===== src/hw/frm_pkg.sv =====
// constants, states and carrier types of the flash rewrite monitor
package frm_pkg;

  // serial link timing
  localparam int CLK_HZ      = 50_000_000;                // system clock rate
  localparam int BAUD_BPS    = 38400;                     // link bit rate
  localparam int BIT_CYCLES  = CLK_HZ / BAUD_BPS;         // clocks per bit
  localparam int HALF_CYCLES = BIT_CYCLES / 2;            // clocks to mid bit
  localparam int BCNT_W      = 11;                        // bit timer width
  localparam logic [BCNT_W-1:0] BIT_LAST  = BCNT_W'(BIT_CYCLES - 1);
  localparam logic [BCNT_W-1:0] HALF_LAST = BCNT_W'(HALF_CYCLES - 1);
  localparam logic [3:0]        DATA_BITS = 4'h8;         // bits per character

  // packet handling
  localparam int REC_SIZE = 256;                          // bytes per record
  localparam logic [8:0]  REC_LEN  = 9'h100;              // record as count
  localparam logic [7:0]  REC_LAST = 8'hFF;               // last record index
  localparam logic [7:0]  PAD_BYTE = 8'hFF;               // filler for short packet

  // command strings and replies
  localparam logic [23:0] CMD_PRG  = 24'h707267;          // "prg"
  localparam logic [23:0] CMD_ERS  = 24'h657273;          // "ers"
  localparam logic [23:0] CMD_RUN  = 24'h72756E;          // "run"
  localparam logic [7:0]  REPLY_OK = 8'h6F;               // 'o'
  localparam logic [7:0]  REPLY_ER = 8'h65;               // 'e'

  // control bits
  localparam logic [7:0]  SUBMODE_RST = 8'h00;            // sub-mode reg reset
  localparam int          SUBMODE_SEL = 0;                // select bit position

  // address map
  localparam int          ADDR_W     = 20;
  localparam logic [19:0] DFLASH_LO  = 20'h0E000;
  localparam logic [19:0] DFLASH_HI  = 20'h0FFFF;
  localparam logic [19:0] UROM_LO    = 20'h40000;
  localparam logic [19:0] UROM_HI    = 20'h7FFFF;
  localparam logic [19:0] SEC_BASE   = 20'h10000;         // secondary area start

  // monitor states
  typedef enum logic [3:0] {
    ST_CMD   = 4'h0,
    ST_SIZE  = 4'h1,
    ST_DATA  = 4'h2,
    ST_SUM   = 4'h3,
    ST_CHECK = 4'h4,
    ST_PROG  = 4'h5,
    ST_PWAIT = 4'h6,
    ST_ERASE = 4'h7,
    ST_EWAIT = 4'h8,
    ST_REPLY = 4'h9
  } frm_state_t;

  // mode bits seen by the processor
  typedef struct packed {
    logic rewrite_mode;
    logic running_submode;
    logic data_flash_enable;
    logic expanded_space_bit;
  } frm_mode_t;

  // request toward the flash array
  typedef struct packed {
    logic              prog;
    logic              erase;
    logic [ADDR_W-1:0] addr;
    logic [7:0]        data;
  } frm_flash_req_t;

  // operation status
  typedef struct packed {
    logic busy;
    logic done_ok;
    logic done_err;
  } frm_status_t;

endpackage : frm_pkg


===== src/hw/frm_uart.sv =====
// 8N1 serial receiver and transmitter for the monitor link
`timescale 1ns/1ps
module frm_uart (
  input  wire logic       clk_in,
  input  wire logic       sys_rst_in,
  input  wire logic       rx_in,
  output logic            tx_out,
  output logic            rx_valid_out,
  output logic [7:0]      rx_data_out,
  input  wire logic       tx_start_in,
  input  wire logic [7:0] tx_data_in,
  output logic            tx_busy_out
);
  import frm_pkg::*;

  logic [BCNT_W-1:0] rx_tmr_q;   // receive bit timer
  logic [3:0]        rx_bit_q;   // receive bit index
  logic              rx_act_q;   // frame in progress
  logic [7:0]        rx_sh_q;    // receive shift
  logic [BCNT_W-1:0] tx_tmr_q;   // transmit bit timer
  logic [3:0]        tx_bit_q;   // transmit bit index
  logic [9:0]        tx_sh_q;    // stop, data, start

  // receiver: start edge, mid-bit sampling, stop bit must be high
  always_ff @(posedge clk_in) begin
    rx_valid_out <= 1'b0;
    if (sys_rst_in) begin
      rx_act_q    <= 1'b0;
      rx_tmr_q    <= '0;
      rx_bit_q    <= '0;
      rx_sh_q     <= '0;
      rx_data_out <= '0;
    end else if (!rx_act_q) begin
      // idle: wait for start bit, then go to its middle
      if (!rx_in) begin
        rx_act_q <= 1'b1;
        rx_tmr_q <= HALF_LAST;
        rx_bit_q <= '0;
      end
    end else if (rx_tmr_q != '0) begin
      rx_tmr_q <= rx_tmr_q - 1'b1;
    end else begin
      rx_tmr_q <= BIT_LAST;
      if (rx_bit_q == '0) begin
        // glitch on start bit drops the frame
        rx_act_q <= ~rx_in;
        rx_bit_q <= 4'h1;
      end else if (rx_bit_q <= DATA_BITS) begin
        rx_sh_q  <= {rx_in, rx_sh_q[7:1]};
        rx_bit_q <= rx_bit_q + 1'b1;
      end else begin
        // stop bit: framing error discards the byte
        rx_act_q     <= 1'b0;
        rx_valid_out <= rx_in;
        rx_data_out  <= rx_sh_q;
      end
    end
  end

  // transmitter: ten bits lsb first, line idles high
  always_ff @(posedge clk_in) begin
    if (sys_rst_in) begin
      tx_sh_q     <= '1;
      tx_tmr_q    <= '0;
      tx_bit_q    <= '0;
      tx_busy_out <= 1'b0;
      tx_out      <= 1'b1;
    end else if (!tx_busy_out) begin
      if (tx_start_in) begin
        tx_sh_q     <= {1'b1, tx_data_in, 1'b0};
        tx_busy_out <= 1'b1;
        tx_tmr_q    <= BIT_LAST;
        tx_bit_q    <= '0;
        tx_out      <= 1'b0;
      end
    end else if (tx_tmr_q != '0) begin
      tx_tmr_q <= tx_tmr_q - 1'b1;
    end else if (tx_bit_q == 4'h9) begin
      tx_busy_out <= 1'b0;
      tx_out      <= 1'b1;
    end else begin
      tx_tmr_q <= BIT_LAST;
      tx_bit_q <= tx_bit_q + 1'b1;
      tx_out   <= tx_sh_q[tx_bit_q + 1'b1];
    end
  end

endmodule : frm_uart


===== src/hw/frm_monitor.sv =====
// flash rewrite monitor: serial command interpreter and rewrite mode control
//
// How it works
// - flash commands only after rewrite enable set
// - sub-mode bit 0 selects running rewrite
// - processor keeps running during running-mode operations
// - interrupts taken only with vector, handler in RAM
// - rewrite mode forces data-flash and expansion bits
// - status shows each operation's success or failure
// - locked blocks refuse program and erase
// - upper blocks need large part and enable
// - secondary area usable only while control bit 0
// - data flash mapped only while enable is 1
// - reply 6Fh on success, 65h on error
// - link is 38400 bps 8N1, no flow control
// - two size bytes precede packet data
// - packets up to 256 bytes, one buffered
// - two checksum bytes compared, error on mismatch
// - slow clock, program packet, restore clock
// - write failure replies error and stops transfer
// - repeat packets until announced size received
// - erase with slowed clock, then reply
// - run command jumps to secondary program
// - short packet padded with FFh before programming
`timescale 1ns/1ps
module frm_monitor (
  input  wire logic                    clk_in,
  input  wire logic                    sys_rst_in,
  input  wire logic                    serial_rx_in,
  output logic                         serial_tx_out,
  input  wire logic                    rewrite_enable_bit_in,
  input  wire logic                    submode_write_unlock_in,
  input  wire logic                    submode_wr_in,
  input  wire logic [7:0]              submode_wdata_in,
  input  wire logic                    pm_data_flash_in,
  input  wire logic                    pm_expanded_in,
  input  wire logic                    rom1_large_in,
  input  wire logic                    upper_rom_enable_in,
  input  wire logic                    secondary_rom_disable_in,
  input  wire logic                    secondary_lock_in,
  input  wire logic [frm_pkg::ADDR_W-1:0] cpu_addr_in,
  input  wire logic                    periph_irq_in,
  input  wire logic                    vector_in_ram_in,
  input  wire logic                    handler_in_ram_in,
  input  wire logic                    flash_done_in,
  input  wire logic                    flash_fail_in,
  output frm_pkg::frm_mode_t           mode_out,
  output frm_pkg::frm_status_t         status_out,
  output frm_pkg::frm_flash_req_t      flash_req_out,
  output logic [7:0]                   flash_submode_reg_out,
  output logic                         cpu_hold_out,
  output logic                         cpu_slow_out,
  output logic                         irq_take_out,
  output logic                         run_req_out,
  output logic                         data_flash_sel_out,
  output logic                         upper_rom_sel_out,
  output logic                         secondary_map_out
);
  import frm_pkg::*;

  // address window test used by both map decoders
  function automatic logic in_range(input logic [ADDR_W-1:0] a,
                                    input logic [ADDR_W-1:0] lo,
                                    input logic [ADDR_W-1:0] hi);
    in_range = (a >= lo) && (a <= hi);
  endfunction : in_range

  // serial side wires
  logic       rx_valid;        // one received byte
  logic [7:0] rx_data;         // its value
  logic       tx_busy;         // transmitter occupied
  logic       tx_start_q;      // send request pulse
  logic [7:0] tx_byte_q;       // byte to send

  // monitor state
  frm_state_t  state_q;        // current state
  frm_state_t  ret_q;          // state after reply
  logic [23:0] cmd_q;          // last three characters
  logic [1:0]  cmd_cnt_q;      // characters held
  logic        hi_byte_q;      // first of a byte pair seen
  logic [15:0] remain_q;       // bytes still announced
  logic [8:0]  pkt_len_q;      // bytes in current packet
  logic [8:0]  cnt_q;          // byte index
  logic [15:0] sum_q;          // computed checksum
  logic [15:0] rsum_q;         // received checksum
  logic [15:0] woff_q;         // offset into secondary area
  logic [7:0]  buf_q [REC_SIZE];  // one packet record

  // control register state
  logic        rewrite_mode_q;      // rewrite mode entered
  logic [7:0]  submode_q;           // sub-mode register

  // decoding of command and operation conditions
  wire        is_prg     = (cmd_q == CMD_PRG);
  wire        is_ers     = (cmd_q == CMD_ERS);
  wire        is_run     = (cmd_q == CMD_RUN);
  wire        running    = ~submode_q[SUBMODE_SEL];
  wire        may_write  = rewrite_mode_q & ~secondary_lock_in
                           & ~secondary_rom_disable_in;
  wire [8:0]  next_len   = (remain_q >= 16'(REC_LEN)) ? REC_LEN : remain_q[8:0];
  wire [7:0]  prog_byte  = (cnt_q < pkt_len_q) ? buf_q[cnt_q[7:0]] : PAD_BYTE;
  wire [15:0] remain_nx  = remain_q - 16'(pkt_len_q);
  wire        df_mode    = rewrite_mode_q | pm_data_flash_in;
  wire        exp_mode   = rewrite_mode_q | pm_expanded_in;

  // serial link, 8N1 at the configured rate
  frm_uart u_uart (
    .clk_in       (clk_in),
    .sys_rst_in   (sys_rst_in),
    .rx_in        (serial_rx_in),
    .tx_out       (serial_tx_out),
    .rx_valid_out (rx_valid),
    .rx_data_out  (rx_data),
    .tx_start_in  (tx_start_q),
    .tx_data_in   (tx_byte_q),
    .tx_busy_out  (tx_busy)
  );

  // rewrite enable and guarded sub-mode register
  always_ff @(posedge clk_in) begin
    if (sys_rst_in) begin
      rewrite_mode_q <= 1'b0;
      submode_q      <= SUBMODE_RST;
    end else begin
      rewrite_mode_q <= rewrite_enable_bit_in;
      // written only while unlock bit is set
      if (submode_wr_in && submode_write_unlock_in) begin
        submode_q <= submode_wdata_in;
      end
    end
  end

  // mode bits, address maps and interrupt gate, all registered
  always_ff @(posedge clk_in) begin
    if (sys_rst_in) begin
      mode_out              <= '0;
      flash_submode_reg_out <= SUBMODE_RST;
      cpu_hold_out          <= 1'b0;
      irq_take_out          <= 1'b0;
      data_flash_sel_out    <= 1'b0;
      upper_rom_sel_out     <= 1'b0;
      secondary_map_out     <= 1'b0;
    end else begin
      mode_out.rewrite_mode       <= rewrite_mode_q;
      mode_out.running_submode    <= rewrite_mode_q & running;
      mode_out.data_flash_enable  <= df_mode;
      mode_out.expanded_space_bit <= exp_mode;
      flash_submode_reg_out       <= submode_q;
      // other sub-mode stalls the processor while busy
      cpu_hold_out       <= status_out.busy & ~running;
      irq_take_out       <= periph_irq_in & vector_in_ram_in
                            & handler_in_ram_in;
      data_flash_sel_out <= df_mode & in_range(cpu_addr_in, DFLASH_LO, DFLASH_HI);
      upper_rom_sel_out  <= rom1_large_in & upper_rom_enable_in
                            & in_range(cpu_addr_in, UROM_LO, UROM_HI);
      secondary_map_out  <= ~secondary_rom_disable_in;
    end
  end

  // packet buffer write port
  always_ff @(posedge clk_in) begin
    if (state_q == ST_DATA && rx_valid) begin
      buf_q[cnt_q[7:0]] <= rx_data;
    end
  end

  // command interpreter
  always_ff @(posedge clk_in) begin
    tx_start_q        <= 1'b0;
    run_req_out       <= 1'b0;
    flash_req_out.prog  <= 1'b0;
    flash_req_out.erase <= 1'b0;
    if (sys_rst_in) begin
      state_q       <= ST_CMD;
      ret_q         <= ST_CMD;
      cmd_q         <= '0;
      cmd_cnt_q     <= '0;
      hi_byte_q     <= 1'b0;
      remain_q      <= '0;
      pkt_len_q     <= '0;
      cnt_q         <= '0;
      sum_q         <= '0;
      rsum_q        <= '0;
      woff_q        <= '0;
      tx_byte_q     <= '0;
      cpu_slow_out  <= 1'b0;
      status_out    <= '0;
      flash_req_out <= '0;
    end else begin
      case (state_q)
        // collect three characters, then decode
        ST_CMD: begin
          if (rx_valid) begin
            cmd_q     <= {cmd_q[15:0], rx_data};
            cmd_cnt_q <= (cmd_cnt_q == 2'h2) ? 2'h0 : cmd_cnt_q + 1'b1;
          end
          if (cmd_cnt_q == 2'h0 && cmd_q != '0) begin
            cmd_q <= '0;
            if (is_prg) begin
              state_q   <= ST_SIZE;
              hi_byte_q <= 1'b0;
              woff_q    <= '0;
            end else if (is_ers) begin
              cpu_slow_out <= 1'b1;
              state_q      <= ST_ERASE;
            end else if (is_run) begin
              run_req_out <= 1'b1;
            end else begin
              // unknown string: error reply, back to wait
              tx_byte_q <= REPLY_ER;
              ret_q     <= ST_CMD;
              state_q   <= ST_REPLY;
            end
          end
        end
        // two size bytes, high byte first
        ST_SIZE: begin
          if (rx_valid) begin
            remain_q  <= {remain_q[7:0], rx_data};
            hi_byte_q <= ~hi_byte_q;
            if (hi_byte_q) begin
              state_q <= ST_DATA;
              cnt_q   <= '0;
              sum_q   <= '0;
            end
          end
          if (state_q == ST_DATA) begin
            pkt_len_q <= next_len;
          end
        end
        // packet bytes into the buffer with running sum
        ST_DATA: begin
          if (remain_q == '0) begin
            state_q <= ST_CMD;
          end else begin
            pkt_len_q <= next_len;
            if (rx_valid) begin
              sum_q <= sum_q + 16'(rx_data);
              cnt_q <= cnt_q + 1'b1;
              if (cnt_q + 1'b1 == next_len) begin
                state_q   <= ST_SUM;
                hi_byte_q <= 1'b0;
              end
            end
          end
        end
        // two checksum bytes, high byte first
        ST_SUM: begin
          if (rx_valid) begin
            rsum_q    <= {rsum_q[7:0], rx_data};
            hi_byte_q <= ~hi_byte_q;
            if (hi_byte_q) begin
              state_q <= ST_CHECK;
            end
          end
        end
        // compare sums; on match slow the clock and program
        ST_CHECK: begin
          cnt_q <= '0;
          if (rsum_q != sum_q) begin
            tx_byte_q <= REPLY_ER;
            ret_q     <= ST_CMD;
            state_q   <= ST_REPLY;
          end else begin
            cpu_slow_out      <= 1'b1;
            status_out        <= '{busy: 1'b1, done_ok: 1'b0, done_err: 1'b0};
            state_q           <= ST_PROG;
          end
        end
        // issue one byte of the full record
        ST_PROG: begin
          if (!may_write) begin
            cpu_slow_out <= 1'b0;
            status_out   <= '{busy: 1'b0, done_ok: 1'b0, done_err: 1'b1};
            tx_byte_q    <= REPLY_ER;
            ret_q        <= ST_CMD;
            state_q      <= ST_REPLY;
          end else begin
            flash_req_out.prog <= 1'b1;
            flash_req_out.addr <= SEC_BASE + ADDR_W'(woff_q) + ADDR_W'(cnt_q);
            flash_req_out.data <= prog_byte;
            state_q            <= ST_PWAIT;
          end
        end
        // wait for the array, stop transfer on failure
        ST_PWAIT: begin
          if (flash_done_in) begin
            if (flash_fail_in) begin
              cpu_slow_out <= 1'b0;
              status_out   <= '{busy: 1'b0, done_ok: 1'b0, done_err: 1'b1};
              tx_byte_q    <= REPLY_ER;
              ret_q        <= ST_CMD;
              state_q      <= ST_REPLY;
            end else if (cnt_q[7:0] == REC_LAST) begin
              cpu_slow_out <= 1'b0;
              status_out   <= '{busy: 1'b0, done_ok: 1'b1, done_err: 1'b0};
              remain_q     <= remain_nx;
              woff_q       <= woff_q + 16'(REC_LEN);
              cnt_q        <= '0;
              sum_q        <= '0;
              tx_byte_q    <= REPLY_OK;
              ret_q        <= (remain_nx == '0) ? ST_CMD : ST_DATA;
              state_q      <= ST_REPLY;
            end else begin
              cnt_q   <= cnt_q + 1'b1;
              state_q <= ST_PROG;
            end
          end
        end
        // erase the secondary area if allowed
        ST_ERASE: begin
          if (!may_write) begin
            cpu_slow_out <= 1'b0;
            status_out   <= '{busy: 1'b0, done_ok: 1'b0, done_err: 1'b1};
            tx_byte_q    <= REPLY_ER;
            ret_q        <= ST_CMD;
            state_q      <= ST_REPLY;
          end else begin
            flash_req_out.erase <= 1'b1;
            flash_req_out.addr  <= SEC_BASE;
            status_out          <= '{busy: 1'b1, done_ok: 1'b0, done_err: 1'b0};
            state_q             <= ST_EWAIT;
          end
        end
        // erase result, clock restored before reply
        ST_EWAIT: begin
          if (flash_done_in) begin
            cpu_slow_out <= 1'b0;
            status_out   <= '{busy: 1'b0, done_ok: ~flash_fail_in,
                              done_err: flash_fail_in};
            tx_byte_q    <= flash_fail_in ? REPLY_ER : REPLY_OK;
            ret_q        <= ST_CMD;
            state_q      <= ST_REPLY;
          end
        end
        // send one reply byte once the transmitter is free
        ST_REPLY: begin
          if (!tx_busy && !tx_start_q) begin
            tx_start_q <= 1'b1;
            state_q    <= ret_q;
          end
        end
        default: begin
          state_q <= ST_CMD;
        end
      endcase
    end
  end

endmodule : frm_monitor


===== config.mk =====
export PLATFORM = sky130hd
export DESIGN_NAME = frm_monitor
export DESIGN_NICKNAME = d
export VERILOG_FILES = /design/src/hw/frm_pkg.sv /design/src/hw/frm_uart.sv /design/src/hw/frm_monitor.sv
export SDC_FILE = /design/constraint.sdc
export NUM_CORES = 2
export LEC_CHECK = 0
export BUFFER_PORTS_ARGS = -buffer_cell sky130_fd_sc_hd__buf_2
export CAP_MARGIN = 20
export CORE_AREA = 2 2 408 410
export CTS_BUF_LIST = sky130_fd_sc_hd__clkbuf_16
export CTS_CLUSTER_DIAMETER = 100
export CTS_CLUSTER_SIZE = 8
export DETAILED_ROUTE_END_ITERATION = 10
export DIE_AREA = 0 0 410 412
export GPL_TIMING_DRIVEN = 0
export MAX_ROUTING_LAYER = met4
export PLACE_DENSITY = 0.74
export SLEW_MARGIN = 20
export SYNTH_ARGS = -nofsm -noshare
export SYNTH_HDL_FRONTEND = slang
export SYNTH_SLANG_ARGS = --single-unit
export TNS_END_PERCENT = 1

===== constraint.sdc =====
create_clock -name clk_in -period 8.6 [get_ports clk_in]
set_clock_uncertainty 0.1 [all_clocks]
set_input_delay 0 -clock clk_in [delete_from_list [all_inputs] [get_ports clk_in]]
set_output_delay 0 -clock clk_in [all_outputs]
set_load 0.02 [all_outputs]

==> impl_results.md <==
- Setup CP Type: reg -> reg
- Antenna-violating nets left: 0
- Sequential area share after synthesis: 73.4%
- Worst R2R Setup Slack: 3100 ps
- Largest stage delay on the critical path: 910 ps
- Crit end category: register
- Row count: 149
- Slowest CP cell: clkbuf_1
- Most frequent cells after synthesis: 2048 x edfxtp_1, 448 x nor2_1, 442 x mux4_2
- CP max FO: 10
- YS warnings: 0
- Final Worst Setup Slack: 3100 ps
- Die height: about 410 um
- Post-synth EDFFs: approximately 2000
- Worst hold slack: 69.2 ps
- Worst Path Required: about 9400 ps
- Clk Latency, worst-skew pair: 970 ps
- Clock buffer depth: 4
- Buffers on Ports: 79
- Max VDD drop: 0.223 mV
- Vias in the first global route: 53200
- Initial antenna violation count: 15
- Fillers: roughly 11000
- Async set or reset register ratio after synthesis: 0%
- Final wirelength: around 290 mm
- Crit path launch type: register
- Met3 WL post-DR: ~45 mm
- CTS sink count: 2277
- Share of cells above drive strength 1: around a fifth
- Die area: 169000 um2
- Root Driver: clkbuf_16
- Max cap viols: 0
- DRT Pass-1 Iters: 7
- RSZ-0062 raised after global routing: false
- Final Core Density: 63.1%
- CTS tree: done
- Crit-path most repeated cell: clkbuf_1
- Hold Crit Start: secondary_lock_in
- Post-Syn Area per Cell: roughly 18 um2
- Top area cells in the synthesized netlist: edfxtp_1 68%, mux4_2 11%, dfxtp_1 5.1%
- GPL Wtd Cong: 1.02
- Cells after Synth: 5053
- Die W: 410 um
- Nets: 5654
- P_leak: between 30 and 40 nW
- Met2 routed WL: 127 mm
- Post-CTS Setup Inserts: 0
- DRC violations left: 0
- Worst-case reg-to-reg path depth: 10
- Routed vias: 55200
- Hold worst-path end: flash_req_out[24]
- FF+latch count, synth: approximately 2300
- Slew Limit Fails: 0
- Placed cell area: 94100 um2
- Cells along the critical path: nor2b_1 > clkbuf_1 > clkbuf_1 > clkbuf_1 > clkbuf_1 > a22oi_1 > a21oi_1 > nor3_1 > a22oi_1 > o21a_1
- Final period util: 63.9%
- Wirelength per Cell: approximately 37 um
- Hold Crit Class: in -> reg
- Count leader, synth: edfxtp_1
- Htree depth: 5
- Hold Fails Final Rpt: 0
- Max_slew headroom: between 8 and 9%
- Data arrival time of the critical path: 6280 ps
- CP delay by family, top: buffers and inverters
- First-pass GRT wire length: 397 mm
- GRT overflow: 0
- Vias per cell: 7.04
- Top Metal Used: met4
- Yosys top cell area share: between 60 and 70%
- Buf/Inv on CP: 4
- Final instance area: 104000 um2
- GRT Total Usage: 34.9%
- Synthesized area: 90000 um2
- # IOs: 98
- Core area: roughly 160000 um2
- Commonest register cell after synthesis: edfxtp_1
- Area Growth Syn to Fin: 15.0%
- Cell variety after synth: 88
- Minimum clock period: 5500 ps
- Iter 0 DRT Violations: about 11000
- Slew @ Worst Pin: 1360 ps
- FMAX: 0.182 GHz
- Count of final setup violators: 0
- Final setup TNS: 0 ps
- Capturing point of the worst reg2reg path: flash_req_out[5]
- Run status: finished clean
- Yosys top cell by area: edfxtp_1
- Hpwl dp: approximately 190 mm
- Largest net degree at the start of global routing: 81
- Pre-CTS WS: 3520 ps
- Routed metal-1 wire length: 96.3 mm
- CTS buffer count: 334
- Power per cell area: 235 nW/um2
- WHS Path Cells: 5
- Worst-path clk slew: roughly 50 ps
- Starting Density: between 50% and 60%
==> kinds of logic after synthesis <==
family                   after synthesis  synth area share, %
AO/OA/AOI/OAI                        690                 5.33
XOR/XNOR                              58                0.581
adder cells (fa/ha/maj)               40                0.573
buffers and inverters                340                 1.69
flip-flops                          2277                 73.4
multiplexers                         618                 13.0
other                                  1              0.00417
AND/OR/NAND/NOR                     1029                 5.40
==> where the power goes <==
part | internal [W] | switching (W)
registers | 0.0119 | 0.0000295
clock network | 0.00693 | 0.00449
logic | 0.000384 | 0.000628
==> final cells by class <==
cell class | instances | area (um2) | area share (%)
Antenna cell | 20 | 50.0 | 0.0483
Buffer | 308 | 1440 | 1.39
Clock buffer | 341 | 8530 | 8.24
Clock inverter | 53 | 245 | 0.237
Inverter | 32 | 120 | 0.116
Multi-Input combinational cell | 2437 | 22500 | 21.7
Sequential cell | 2277 | 66100 | 63.8
Tap cell | 2189 | 2740 | 2.64
Timing Repair Buffer | 179 | 1870 | 1.80
==> per-stage QoR <==
| step | power (W) | instances |
|---|---|---|
| finish | 0.0244 | 7836 |
| detailed placement | 0.0131 | 7358 |
| global placement | 0.0131 | 7322 |
| global route | 0.0248 | 7831 |
| CTS | 0.0243 | 7816 |
| floorplan | 0.0128 | 5054 |
==> worst min-delay path, cell delays in order <==
cell           delay, ps
dlygate4sd3_1        530
buf_2                130
nor3b_1              120
a31oi_1              190
a311oi_1              60
==> worst max-delay path by stage <==
stage                           from               end  cells past startpoint
2_1_floorplan  u_uart.rx_data_out[1]         sum_q[15]                      8
3_3_place_gp   u_uart.rx_data_out[2]         sum_q[15]                      7
3_5_place_dp              state_q[1]     buf_q[143][1]                      8
4_1_cts                   state_q[1]      buf_q[95][3]                      8
5_1_grt                   state_q[1]      buf_q[95][7]                      8
6_report                    register  flash_req_out[5]                     10
==> layer usage <==
| layer | vias to the layer above | global-route usage (%) |
|---|---|---|
| met2 | 4971 | 49.9 |
| met5 | - | - |
| met3 | 1058 | 12.6 |
| met4 | 0 | 19.6 |
| met1 | 27800 | 43.3 |
| li1 | 21400 | - |
==> repair_timing <==
item | in CTS | in global routing
hold endpoints to repair | 113 | 0
resized for setup | 0 | 0
hold buffers | 64 | 0
==> flip-flops by register name, summed over array words and instances, names as in the netlist, 9 cells and up, named ones only <==
name,count
rsum_q,16
remain_q,16
pkt_len_q,9
u_uart.tx_tmr_q,11
buf_q,2048
u_uart.rx_tmr_q,11
cnt_q,9
sum_q,16
flash_req_out,28
cmd_q,24
==> layout by cell type, fill, tap and decap left out, types with 24 or more instances in the layout <==
cell type,netlist,routed
or4_1,24,24
buf_2,78,164
a22oi_1,176,176
dlygate4sd3_1,0,64
buf_4,31,33
o21ai_0,53,53
inv_1,30,76
mux4_2,442,442
nand3_1,97,97
edfxtp_1,2048,2048
clkbuf_1,176,154
nand4_1,30,30
mux2i_1,174,174
nor2_1,448,446
nor2b_1,33,33
xor2_1,38,38
nand2b_1,25,25
clkbuf_16,0,341
a22o_1,57,57
nand2_1,175,175
dfxtp_1,229,221
nor3_1,59,57
a221oi_1,53,53
o22ai_1,42,42
a21oi_1,163,163
ha_1,38,38
No activity file was read; power rests on OpenSTA's default activity.
